$ cat config.mk
export PLATFORM = sky130hd
export DESIGN_NAME = lsb_status_bank
export DESIGN_NICKNAME = d
export VERILOG_FILES = /design/src/rtl/lsb_pkg.sv /design/src/rtl/lsb_sticky_byte.sv /design/src/rtl/lsb_status_bank.sv
export SDC_FILE = /design/constraint.sdc
export NUM_CORES = 1
export LEC_CHECK = 0
export ABC_AREA = 1
export BUFFER_PORTS_ARGS = -buffer_cell sky130_fd_sc_hd__buf_2
export CELL_PAD_IN_SITES_DETAIL_PLACEMENT = 0
export CELL_PAD_IN_SITES_GLOBAL_PLACEMENT = 2
export CORE_MARGIN = 1.5
export CORE_UTILIZATION = 28
export CTS_BUF_LIST = sky130_fd_sc_hd__clkbuf_4 sky130_fd_sc_hd__clkbuf_8
export DETAILED_ROUTE_END_ITERATION = 12
export PLACE_DENSITY_LB_ADDON = 0.1
export SLEW_MARGIN = 0
export SYNTH_ARGS = -nofsm -noshare
export SYNTH_HDL_FRONTEND = slang
export SYNTH_HIERARCHICAL = 1
export SYNTH_SLANG_ARGS = --single-unit
$ cat constraint.sdc
create_clock -name clk_sys -period 5.5 [get_ports clk_sys]
set_input_delay 1.1 -clock clk_sys [delete_from_list [all_inputs] [get_ports clk_sys]]
set_output_delay 1.1 -clock clk_sys [all_outputs]
set_load 0.03 [all_outputs]
$ cat src/rtl/lsb_pkg.sv
/*
 * Constants and types shared by the lock-in status byte bank.
 * Assumes a command decoder on clk_sys that hands over decoded queries.
 */
package lsb_pkg;

	// lock-in status byte bit positions
	localparam int LK_INPUT_OVL   = 0;
	localparam int LK_FILTER_OVL  = 1;
	localparam int LK_OUTPUT_OVL  = 2;
	localparam int LK_LOCK_LOST   = 3;
	localparam int LK_RANGE_SW    = 4;
	localparam int LK_TC_CHANGED  = 5;
	localparam int LK_STORE_EVT   = 6;

	// fault status byte bit positions
	localparam int FT_BACKUP      = 1;
	localparam int FT_RAM         = 2;
	localparam int FT_ROM         = 4;
	localparam int FT_FAST_ABORT  = 5;
	localparam int FT_DSP         = 6;
	localparam int FT_MATH        = 7;

	// bits that exist; all others read as zero
	localparam logic [7:0] LK_LIVE_MASK = 8'h7F;
	localparam logic [7:0] FT_LIVE_MASK = 8'hF6;

	// reset values
	localparam logic [7:0] FLAGS_RESET  = 8'h00;
	localparam logic [7:0] ENABLE_RESET = 8'h00;
	localparam logic [4:0] BUS_ADDR_DEF = 5'h08;

	// range switch thresholds, in millihertz
	localparam logic [31:0] FREQ_LOW_MHZ  = 32'h0003_0A2A;
	localparam logic [31:0] FREQ_HIGH_MHZ = 32'h0003_1970;

	// cycles after reset release before pins are sampled at power-up
	localparam logic [1:0] BOOT_SAMPLE_CNT = 2'h2;

	typedef enum logic [2:0] {
		CMD_NONE          = 3'b000,
		CMD_READ_LOCKIN   = 3'b001,
		CMD_READ_FAULT    = 3'b010,
		CMD_READ_LOCK_EN  = 3'b011,
		CMD_READ_FAULT_EN = 3'b100,
		CMD_WRITE_LOCK_EN = 3'b101,
		CMD_WRITE_FLT_EN  = 3'b110
	} lsb_cmd_t;

	// one-hot mask for the single-bit forms of read and write
	function automatic logic [7:0] bitMask(input logic [2:0] sel);
		bitMask = 8'h01 << sel;
	endfunction : bitMask

endpackage : lsb_pkg

$ cat src/rtl/lsb_sticky_byte.sv
/*
 * One sticky event byte: bits set by events, cleared by a clear vector.
 * Assumes set and clear vectors come from logic on clk_sys.
 */
module lsb_sticky_byte #(
	parameter logic [7:0] LIVE_MASK = 8'hFF
) (
	// clock and reset
	input  wire logic       clk_sys,
	input  wire logic       rst,
	// event and clear vectors
	input  wire logic [7:0] setVec,
	input  wire logic [7:0] clrVec,
	// held flags
	output logic      [7:0] flags_r
);

	logic [7:0] flags_nxt;

	// a set in the same cycle as its clear wins, so no event is lost
	always_comb begin
		flags_nxt = ((flags_r & ~clrVec) | setVec) & LIVE_MASK;
	end

	always_ff @(posedge clk_sys) begin
		if (rst) begin
			flags_r <= lsb_pkg::FLAGS_RESET;
		end else begin
			flags_r <= flags_nxt;
		end
	end

endmodule : lsb_sticky_byte

$ cat src/rtl/lsb_status_bank.sv
/*
 * Lock-in and fault status bytes with their enable registers, the
 * detection range tracker and the bus address register.
 * Assumes a command decoder on clk_sys delivers decoded queries and
 * writes as one-cycle strobes, and that the event strobes come from
 * logic on clk_sys. The battery and setup key levels are pins.
 */
module lsb_status_bank #(
	parameter logic [4:0] TC_LIMIT_IDX = 5'h11
) (
	// clock and reset
	input  wire logic        clk_sys,
	input  wire logic        rst,
	// decoded command port
	input  wire logic        cmdValid,
	input  wire logic [2:0]  cmdCode,
	input  wire logic        cmdBitForm,
	input  wire logic [2:0]  cmdBitSel,
	input  wire logic [7:0]  cmdData,
	input  wire logic        clearStatus,
	// command answers
	output logic      [7:0]  respData_r,
	output logic             respValid_r,
	// lock-in events
	input  wire logic        inputOverload,
	input  wire logic        filterOverload,
	input  wire logic        outputOverload,
	input  wire logic        lockLost,
	input  wire logic        tcIndirectChange,
	input  wire logic        storageTrigger,
	input  wire logic        extTriggerMode,
	// detection frequency and filter settings
	input  wire logic        detFreqValid,
	input  wire logic [31:0] detFreqMhz,
	input  wire logic [4:0]  tcReqIdx,
	input  wire logic        syncFilterReq,
	// fault events
	input  wire logic        ramTestError,
	input  wire logic        romTestError,
	input  wire logic        fastAbort,
	input  wire logic        dspTestError,
	input  wire logic        mathError,
	// pins sampled at power-up
	input  wire logic        batteryFailPin,
	input  wire logic        setupKeyPin,
	// bus address configuration
	input  wire logic        addrWrite,
	input  wire logic [4:0]  addrWriteVal,
	input  wire logic        savedAddrValid,
	input  wire logic [4:0]  savedAddr,
	// status and settings
	output logic      [7:0]  lockinFlags_r,
	output logic      [7:0]  faultFlags_r,
	output logic             lockinSummary_r,
	output logic             faultSummary_r,
	output logic             upperRange_r,
	output logic             syncFilterEn_r,
	output logic      [4:0]  effTcIdx_r,
	output logic      [4:0]  busAddr_r
);

	////////////////////////////////////////////////////////////////////////
	// declarations

	lsb_pkg::lsb_cmd_t cmd;
	logic [7:0] lockinEn_r;
	logic [7:0] faultEn_r;
	logic [7:0] lockinSet;
	logic [7:0] faultSet;
	logic [7:0] lockinClr;
	logic [7:0] faultClr;
	logic [7:0] selMask;
	logic       batterySync1_r;
	logic       batterySync2_r;
	logic       keySync1_r;
	logic       keySync2_r;
	logic [1:0] bootCnt_r;
	logic       bootSample;
	logic       upperRange_nxt;
	logic       rangeSwitch;
	logic [4:0] effTcIdx_nxt;
	logic       tcRangeChange;
	logic [7:0] resp_nxt;
	logic       respIsRead;

	assign cmd     = lsb_pkg::lsb_cmd_t'(cmdCode);
	assign selMask = lsb_pkg::bitMask(cmdBitSel);

	////////////////////////////////////////////////////////////////////////
	// pin synchronisers and power-up sampling

	always_ff @(posedge clk_sys) begin
		if (rst) begin
			batterySync1_r <= 1'b0;
			batterySync2_r <= 1'b0;
			keySync1_r     <= 1'b0;
			keySync2_r     <= 1'b0;
		end else begin
			batterySync1_r <= batteryFailPin;
			batterySync2_r <= batterySync1_r;
			keySync1_r     <= setupKeyPin;
			keySync2_r     <= keySync1_r;
		end
	end

	// wait until the synchronisers hold pin levels taken after release
	always_ff @(posedge clk_sys) begin
		if (rst) begin
			bootCnt_r <= 2'h0;
		end else if (bootCnt_r != 2'h3) begin
			bootCnt_r <= bootCnt_r + 2'h1;
		end
	end

	assign bootSample = (bootCnt_r == lsb_pkg::BOOT_SAMPLE_CNT);

	////////////////////////////////////////////////////////////////////////
	// detection range tracking

	// hysteresis between the two thresholds keeps the range from chattering
	always_comb begin
		upperRange_nxt = upperRange_r;
		if (detFreqValid) begin
			if (upperRange_r && (detFreqMhz < lsb_pkg::FREQ_LOW_MHZ)) begin
				upperRange_nxt = 1'b0;
			end else if (!upperRange_r &&
				(detFreqMhz > lsb_pkg::FREQ_HIGH_MHZ)) begin
				upperRange_nxt = 1'b1;
			end
		end
	end

	assign rangeSwitch = (upperRange_nxt != upperRange_r);

	// long time constants are capped in the upper range
	always_comb begin
		effTcIdx_nxt = tcReqIdx;
		if (upperRange_nxt && (tcReqIdx > TC_LIMIT_IDX)) begin
			effTcIdx_nxt = TC_LIMIT_IDX;
		end
	end

	// a cap that appears or goes away with the range is an indirect change
	assign tcRangeChange = rangeSwitch && (effTcIdx_nxt != effTcIdx_r);

	always_ff @(posedge clk_sys) begin
		if (rst) begin
			upperRange_r <= 1'b0;
		end else begin
			upperRange_r <= upperRange_nxt;
		end
	end

	always_ff @(posedge clk_sys) begin
		if (rst) begin
			effTcIdx_r     <= 5'h00;
			syncFilterEn_r <= 1'b0;
		end else begin
			effTcIdx_r     <= effTcIdx_nxt;
			syncFilterEn_r <= syncFilterReq && !upperRange_nxt;
		end
	end

	////////////////////////////////////////////////////////////////////////
	// event vectors

	always_comb begin
		lockinSet = 8'h00;
		lockinSet[lsb_pkg::LK_INPUT_OVL]  = inputOverload;
		lockinSet[lsb_pkg::LK_FILTER_OVL] = filterOverload;
		lockinSet[lsb_pkg::LK_OUTPUT_OVL] = outputOverload;
		lockinSet[lsb_pkg::LK_LOCK_LOST]  = lockLost;
		lockinSet[lsb_pkg::LK_RANGE_SW]   = rangeSwitch;
		lockinSet[lsb_pkg::LK_TC_CHANGED] =
			tcIndirectChange || tcRangeChange;
		lockinSet[lsb_pkg::LK_STORE_EVT]  =
			storageTrigger && extTriggerMode;
	end

	always_comb begin
		faultSet = 8'h00;
		faultSet[lsb_pkg::FT_BACKUP]     =
			bootSample && batterySync2_r;
		faultSet[lsb_pkg::FT_RAM]        = ramTestError;
		faultSet[lsb_pkg::FT_ROM]        = romTestError;
		faultSet[lsb_pkg::FT_FAST_ABORT] = fastAbort;
		faultSet[lsb_pkg::FT_DSP]        = dspTestError;
		faultSet[lsb_pkg::FT_MATH]       = mathError;
	end

	////////////////////////////////////////////////////////////////////////
	// clear vectors: clear-status, whole-byte read or single-bit read

	always_comb begin
		lockinClr = 8'h00;
		faultClr  = 8'h00;
		if (clearStatus) begin
			lockinClr = 8'hFF;
			faultClr  = 8'hFF;
		end
		if (cmdValid && (cmd == lsb_pkg::CMD_READ_LOCKIN)) begin
			lockinClr = lockinClr |
				(cmdBitForm ? selMask : 8'hFF);
		end
		if (cmdValid && (cmd == lsb_pkg::CMD_READ_FAULT)) begin
			faultClr = faultClr |
				(cmdBitForm ? selMask : 8'hFF);
		end
	end

	////////////////////////////////////////////////////////////////////////
	// the two sticky bytes

	lsb_sticky_byte #(
		.LIVE_MASK (lsb_pkg::LK_LIVE_MASK)
	) u_lockin (
		.clk_sys (clk_sys),
		.rst     (rst),
		.setVec  (lockinSet),
		.clrVec  (lockinClr),
		.flags_r (lockinFlags_r)
	);

	lsb_sticky_byte #(
		.LIVE_MASK (lsb_pkg::FT_LIVE_MASK)
	) u_fault (
		.clk_sys (clk_sys),
		.rst     (rst),
		.setVec  (faultSet),
		.clrVec  (faultClr),
		.flags_r (faultFlags_r)
	);

	////////////////////////////////////////////////////////////////////////
	// enable registers

	always_ff @(posedge clk_sys) begin
		if (rst) begin
			lockinEn_r <= lsb_pkg::ENABLE_RESET;
		end else if (cmdValid && (cmd == lsb_pkg::CMD_WRITE_LOCK_EN)) begin
			if (cmdBitForm) begin
				lockinEn_r <= cmdData[0] ? (lockinEn_r | selMask)
					: (lockinEn_r & ~selMask);
			end else begin
				lockinEn_r <= cmdData;
			end
		end
	end

	always_ff @(posedge clk_sys) begin
		if (rst) begin
			faultEn_r <= lsb_pkg::ENABLE_RESET;
		end else if (cmdValid && (cmd == lsb_pkg::CMD_WRITE_FLT_EN)) begin
			if (cmdBitForm) begin
				faultEn_r <= cmdData[0] ? (faultEn_r | selMask)
					: (faultEn_r & ~selMask);
			end else begin
				faultEn_r <= cmdData;
			end
		end
	end

	////////////////////////////////////////////////////////////////////////
	// summary bits for the serial poll byte

	// follows the held flags, so it drops only when every enabled bit is gone
	always_ff @(posedge clk_sys) begin
		if (rst) begin
			lockinSummary_r <= 1'b0;
			faultSummary_r  <= 1'b0;
		end else begin
			lockinSummary_r <= |(lockinFlags_r & lockinEn_r);
			faultSummary_r  <= |(faultFlags_r & faultEn_r);
		end
	end

	////////////////////////////////////////////////////////////////////////
	// query answers

	// reads show the flags as held before this cycle's clear takes effect
	always_comb begin
		resp_nxt   = 8'h00;
		respIsRead = 1'b1;
		case (cmd)
			lsb_pkg::CMD_READ_LOCKIN: begin
				resp_nxt = lockinFlags_r;
			end
			lsb_pkg::CMD_READ_FAULT: begin
				resp_nxt = faultFlags_r;
			end
			lsb_pkg::CMD_READ_LOCK_EN: begin
				resp_nxt = lockinEn_r;
			end
			lsb_pkg::CMD_READ_FAULT_EN: begin
				resp_nxt = faultEn_r;
			end
			default: begin
				respIsRead = 1'b0;
			end
		endcase
		if (cmdBitForm) begin
			resp_nxt = {7'h00, |(resp_nxt & selMask)};
		end
	end

	always_ff @(posedge clk_sys) begin
		if (rst) begin
			respData_r  <= 8'h00;
			respValid_r <= 1'b0;
		end else begin
			respValid_r <= cmdValid && respIsRead;
			if (cmdValid && respIsRead) begin
				respData_r <= resp_nxt;
			end
		end
	end

	////////////////////////////////////////////////////////////////////////
	// bus address

	// a configured address survives power-up only without the setup key
	always_ff @(posedge clk_sys) begin
		if (rst) begin
			busAddr_r <= lsb_pkg::BUS_ADDR_DEF;
		end else if (bootSample) begin
			if (keySync2_r || !savedAddrValid) begin
				busAddr_r <= lsb_pkg::BUS_ADDR_DEF;
			end else begin
				busAddr_r <= savedAddr;
			end
		end else if (addrWrite) begin
			busAddr_r <= addrWriteVal;
		end
	end

endmodule : lsb_status_bank

==> run_results.csv, run 1 <==
group,metric,value,unit
clock_network,cts.sinks,58,
timing,slew_violations,0,
clock_network,cts-root-buf,"clkbuf_8",
finish,multi_input_area,1750,µm²
clock_network,cts_tree,"built",
drt,wl_per_cell,13.3,µm
timing,finalCritPeriodShare,44.6,%
die,ios,123,
clock_network,cts.repair.resized,0,
timing,finalHoldViolCount,0,
pwr,clkPwrFrac,38.3,%
pwr,intPower,0.000762,W
pwr,power_frac_comb,19.5,%
drt,wirelength,10.4,mm
worst_setup_path,crit_path_end_kind,"register",
synth,ys_warn_count,6,
worst_setup_path,critPathRequiredTime,5690,ps
die,dieArea,12300,µm²
timing,relSlewSlack,49.6,%
drt,drt_pass1_iterations,4,
drt,drc_errors,0,
drt,vias_per_cell,4.62,
worst_setup_path,crit_fanout,9,
pwr,netSwitchingPower,0.000330,W
synth,syn_inst,508,
place,portBuffers,119,
timing,tightest_slew,752,ps
finish,register_area,1160,µm²
timing,skew,15.8,ps
status,status,"complete, no violations",
finish,final_nets,717,
global_route,grt_max_degree,45,
finish,n_fill_cell,1281,
pwr,peakVddDrop,0.000110,V
drt,postRouteAntennaNets,0,
hold_path,hp-class,"reg2reg",
clock_network,ctsHoldBuffers,0,
pwr,powerDensity,260,nW/µm²
synth,avgSynthCellArea,6.41,µm²
finish,area_growth,29.1,%
worst_setup_path,crit_type,"in2reg",
global_route,grt_first_pass_wirelength,17.1,mm
finish,final_common_cell,"nand2_1",
timing,setup_tns,0,ps
place,place_congestion,0.831,
finish,mostFrequentLayoutCells,"126 x nand2_1, 119 x buf_2, 73 x inv_1, 58 x dfxtp_1, 54 x nor2_1",
die,die_x,111,µm
global_route,grt_usage,17.4,%
clock_network,clock_tree.htree_level_count,3,
drt,drtIter0Drc,174,
finish,antenna_cells,0,
finish,layout-drive-gt1-share,24.4,%
die,die_h,111,µm
die,rows,39,
clock_network,path_clk_slew,60,ps
place,hpwlAfterDp,8.12,mm
clock_network,clkLatencyLatePin,340,ps
timing,fmax,0.408,GHz
die,initial_core_util,28.6,%
pwr,power.share.switching,30.2,%
global_route,grt-ovfl-total,0,
drt,vias,3597,
clock_network,cts_buffers,9,
pwr,p_leak,2.07,nW
global_route,grt_pass1_vias,3543,
die,design.core.area,11400,µm²
worst_setup_path,cp-start-kind,"primary input",
clock_network,clk_path_buf_depth,2,
clock_network,post-cts-setup-buffer-count,0,
global_route,antenna_found_initial,0,
timing,finalCriticalPeriod,2450,ps
synth,netlist_area,3260,µm²
worst_setup_path,cp_data_arrival_time,2650,ps
timing,rsz0062_at_grt,"no",
pwr,power.share.sequential,42.2,%
pwr,power,0.00109,W
run,drv_cap,0,
timing,report.final.setup_viol,0,
final timing paths:
check	startpoint	end	slack [ps]	depth (start not counted)
setup / recovery	detFreqMhz[8]	u_lockin/flags_r[5]	3050	21
hold / removal	batterySync1_r	batterySync2_r	400	2
setup reg to reg	upperRange_r	u_lockin/flags_r[5]	3870	11
hold reg to reg	batterySync1_r	batterySync2_r	400	2
critical path, stage by stage:
cell and delay (ps):
buf_2 120, or2_1 200, nand3_1 60, and2_1 120
nand2_1 50, nand2_1 50, nand2_1 40, nand2_1 50
nand2_1 50, nand2_1 90, nand2_2 90, nand2_4 110
nand2_1 80, nand2_1 60, nand2_1 40, nor2_1 80
nand3_1 70, nand2_1 60, nand2_1 40, inv_1 50
a21oi_1 50
power by group through the flow:
stage               logic [W]  clock network [W]  registers (W)
floorplan            0.000100                  0       0.000499
global placement     0.000214                  0       0.000469
detailed placement   0.000215                  0       0.000470
CTS                  0.000215           0.000432       0.000461
global route         0.000239           0.000449       0.000464
finish               0.000213           0.000419       0.000461
layout make-up:
type                    count  area share, %
inverters                  82           7.32
flip-flops and latches     58           27.6
multi-input cells         360           41.5
well taps                 143           4.26
clock buffers              13           4.11
clock inverters             2          0.833
repair buffers            120           14.3
metal layers:
metal / track usage, % / wire length, µm
met3: 4.59 / 719
met1: 23.0 / 4940
met4: 4.19 / 82
met2: 28.2 / 4600
met5: 0 / 0
metrics by stage:
| step | hold slack, ps | setup slack (ps) | instances | utilization, % | instance area [µm²] |
|---|---|---|---|---|---|
| CTS | 407 | 3030 | 778 | 37.0 | 4200 |
| global placement | 390 | 2690 | 763 | 35.1 | 4000 |
| floorplan | 388 | 2960 | 509 | - | 3260 |
| global route | 439 | 2810 | 778 | 37.0 | 4200 |
| finish | 404 | 3050 | 778 | 37.0 | 4200 |
| detailed placement | 392 | 2680 | 763 | 35.1 | 4000 |
Power figures use the tool's default switching activity.
==> run 2, diff against run 1 <==
CORE_UTILIZATION = 26   (was 28)
clock period = 2.4 ns   (was 5.5 ns; I/O delays follow)
==> run 2 against run 1 <==
Compared with the run above: setup slack got worse by 2500 ps; critical path depth unchanged; final area increased by 2.1%; critical endpoint unchanged.
==> run_results.csv, run 2 (synthesis results as in run 1) <==
group,metric,value,unit
hold_path,hold_path_depth,3,
place,portBuffers,119,
global_route,grt-ovfl-total,0,
die,die_h,115,µm
clock_network,cts.sinks,58,
timing,rsz0062_at_grt,"no",
finish,final_nets,722,
finish,area_growth,31.8,%
place,pre_cts_slack,180,ps
finish,final_cell_count_no_fill,807,
timing,skew,9.25,ps
pwr,peakVddDrop,0.000178,V
clock_network,clk_path_buf_depth,2,
finish,mostFrequentLayoutCells,"126 x nand2_1, 119 x buf_2, 73 x inv_1, 58 x dfxtp_1, 54 x nor2_1",
timing,finalCritPeriodShare,76.3,%
worst_setup_path,max_stage_delay,110,ps
clock_network,cts-root-buf,"clkbuf_8",
drt,wl_per_cell,13.3,µm
global_route,antenna_found_initial,0,
place,hpwlAfterDp,8.39,mm
timing,setup_tns,0,ps
run,drv_cap,0,
worst_setup_path,crit_top_cell,"nand2_1",
drt,wirelength,10.8,mm
worst_setup_path,crit_fanout,9,
clock_network,clock_tree.htree_level_count,3,
pwr,p_leak,2.10,nW
drt,drtIter0Drc,165,
pwr,power,0.00262,W
worst_setup_path,cp-start-kind,"primary input",
global_route,grt_usage,17.3,%
worst_setup_path,cp_data_arrival_time,2040,ps
timing,holdWs,338,ps
drt,postRouteAntennaNets,0,
timing,fmax,0.546,GHz
die,ios,123,
global_route,grt_first_pass_wirelength,17.6,mm
drt,vias_per_cell,4.48,
global_route,grt_pass1_vias,3546,
global_route,grt_max_degree,44,
drt,drc_errors,0,
worst_setup_path,ff2ff_setup_slack,760,ps
place,dp_cells,793,
timing,report.final.setup_viol,0,
worst_setup_path,r2r_cells,11,
worst_setup_path,crit_path_end_kind,"register",
die,rows,40,
worst_setup_path,crit_path_top_delay_cell,"nor2_1",
timing,finalHoldViolCount,0,
status,status,"complete, no violations",
clock_network,ctsHoldBuffers,0,
finish,antenna_cells,0,
drt,vias,3615,
timing,tightest_slew,574,ps
worst_setup_path,reg2reg_to,"u_lockin/flags_r[5]",
die,dieArea,13200,µm²
clock_network,clkLatencyLatePin,340,ps
timing,finalCriticalPeriod,1830,ps
worst_setup_path,crit_type,"in2reg",
hold_path,min_to,"batterySync1_r",
worst_setup_path,r2r_start,"upperRange_r",
timing,slew_violations,0,
place,place_congestion,0.826,
pwr,powerDensity,610,nW/µm²
finish,n_fill_cell,1430,
finish,layout-drive-gt1-share,24.9,%
clock_network,cts.repair.resized,0,
timing,fin_ws,569,ps
die,initial_core_util,26.9,%
clock_network,path_clk_slew,60,ps
clock_network,cts_buffers,9,
worst_setup_path,critPathRequiredTime,2610,ps
finish,final_common_cell,"nand2_1",
finish,register_area,1160,µm²
die,design.core.area,12100,µm²
finish,multi_input_area,1750,µm²
die,die_x,115,µm
hold_path,hp-class,"in2reg",
clock_network,cts_tree,"built",
clock_network,post-cts-setup-buffer-count,0,
hold_path,hold_start,"batteryFailPin",
timing,relSlewSlack,61.7,%
worst_setup_path,worstPathCellList,"buf_2 > inv_1 > nand2_1 > nor2_1 > nand4_1 > nor2_1 > nand2_1 > nand3_1 > nand2_1 > nand2_1 > nand2_2 > nand2_4 > nand2_1 > nand2_1 > nand2_1 > nor2_1 > nand3_1 > nand2_1 > nand2_1 > inv_1 > a21oi_1",
drt,drt_pass1_iterations,4,
run 2: cell types whose count changed in the layout (fill, tap and decap cells not counted), sizes merged:
cell | before | now
clkinv | 2 | 1
bufinv | 1 | 2
clkbuf | 13 | 12
buf | 120 | 125
run 2: final cells by class:
cell class	count	share of cell area, %
clock buffer	12	3.85
clock inverter	2	1.40
tap	168	4.90
multi-input combinational	360	40.7
sequential	58	27.1
inverter	82	7.17
timing repair buffer	125	14.9
run 2: stage by stage:
step | utilization (%) | instance area, µm²
after global routing | 35.4 | 4290
after floorplan | - | 3260
after detailed placement | 33.6 | 4070
final | 35.4 | 4290
after CTS | 35.4 | 4290
after global placement | 33.6 | 4070
run 2: report_power, final:
part	internal [W]	switching, W
Clock	0.000659	0.000408
Combinational	0.000166	0.000330
Sequential	0.00102	0.0000393
run 2: how the worst max path moves through the flow:
stage	start	endpoint	slack [ps]	depth (start not counted)
CTS	detFreqMhz[9]	u_lockin/flags_r[5]	540	21
floorplan	detFreqMhz[10]	u_lockin/flags_r[5]	480	18
finish	detFreqMhz[9]	u_lockin/flags_r[5]	570	21
global route	detFreqMhz[9]	u_lockin/flags_r[5]	300	21
detailed placement	detFreqMhz[9]	u_lockin/flags_r[5]	180	21
global placement	detFreqMhz[9]	u_lockin/flags_r[5]	180	21
run 2: layer usage:
| layer | vias to the layer above | track usage, % | wire length [µm] |
|---|---|---|---|
| li1 | 1894 | - | - |
| met2 | 116 | 27.4 | 4700 |
| met5 | - | 0 | 0 |
| met3 | 12 | 3.48 | 633 |
| met4 | 0 | 6.26 | 153 |
| met1 | 1593 | 23.3 | 5270 |
run 2: worst max-delay path: cells and delay by family:
family / cells / cell delay, ps
AO/OA/AOI/OAI: 1 / 50
buffers and inverters: 3 / 210
AND/OR/NAND/NOR: 17 / 1260
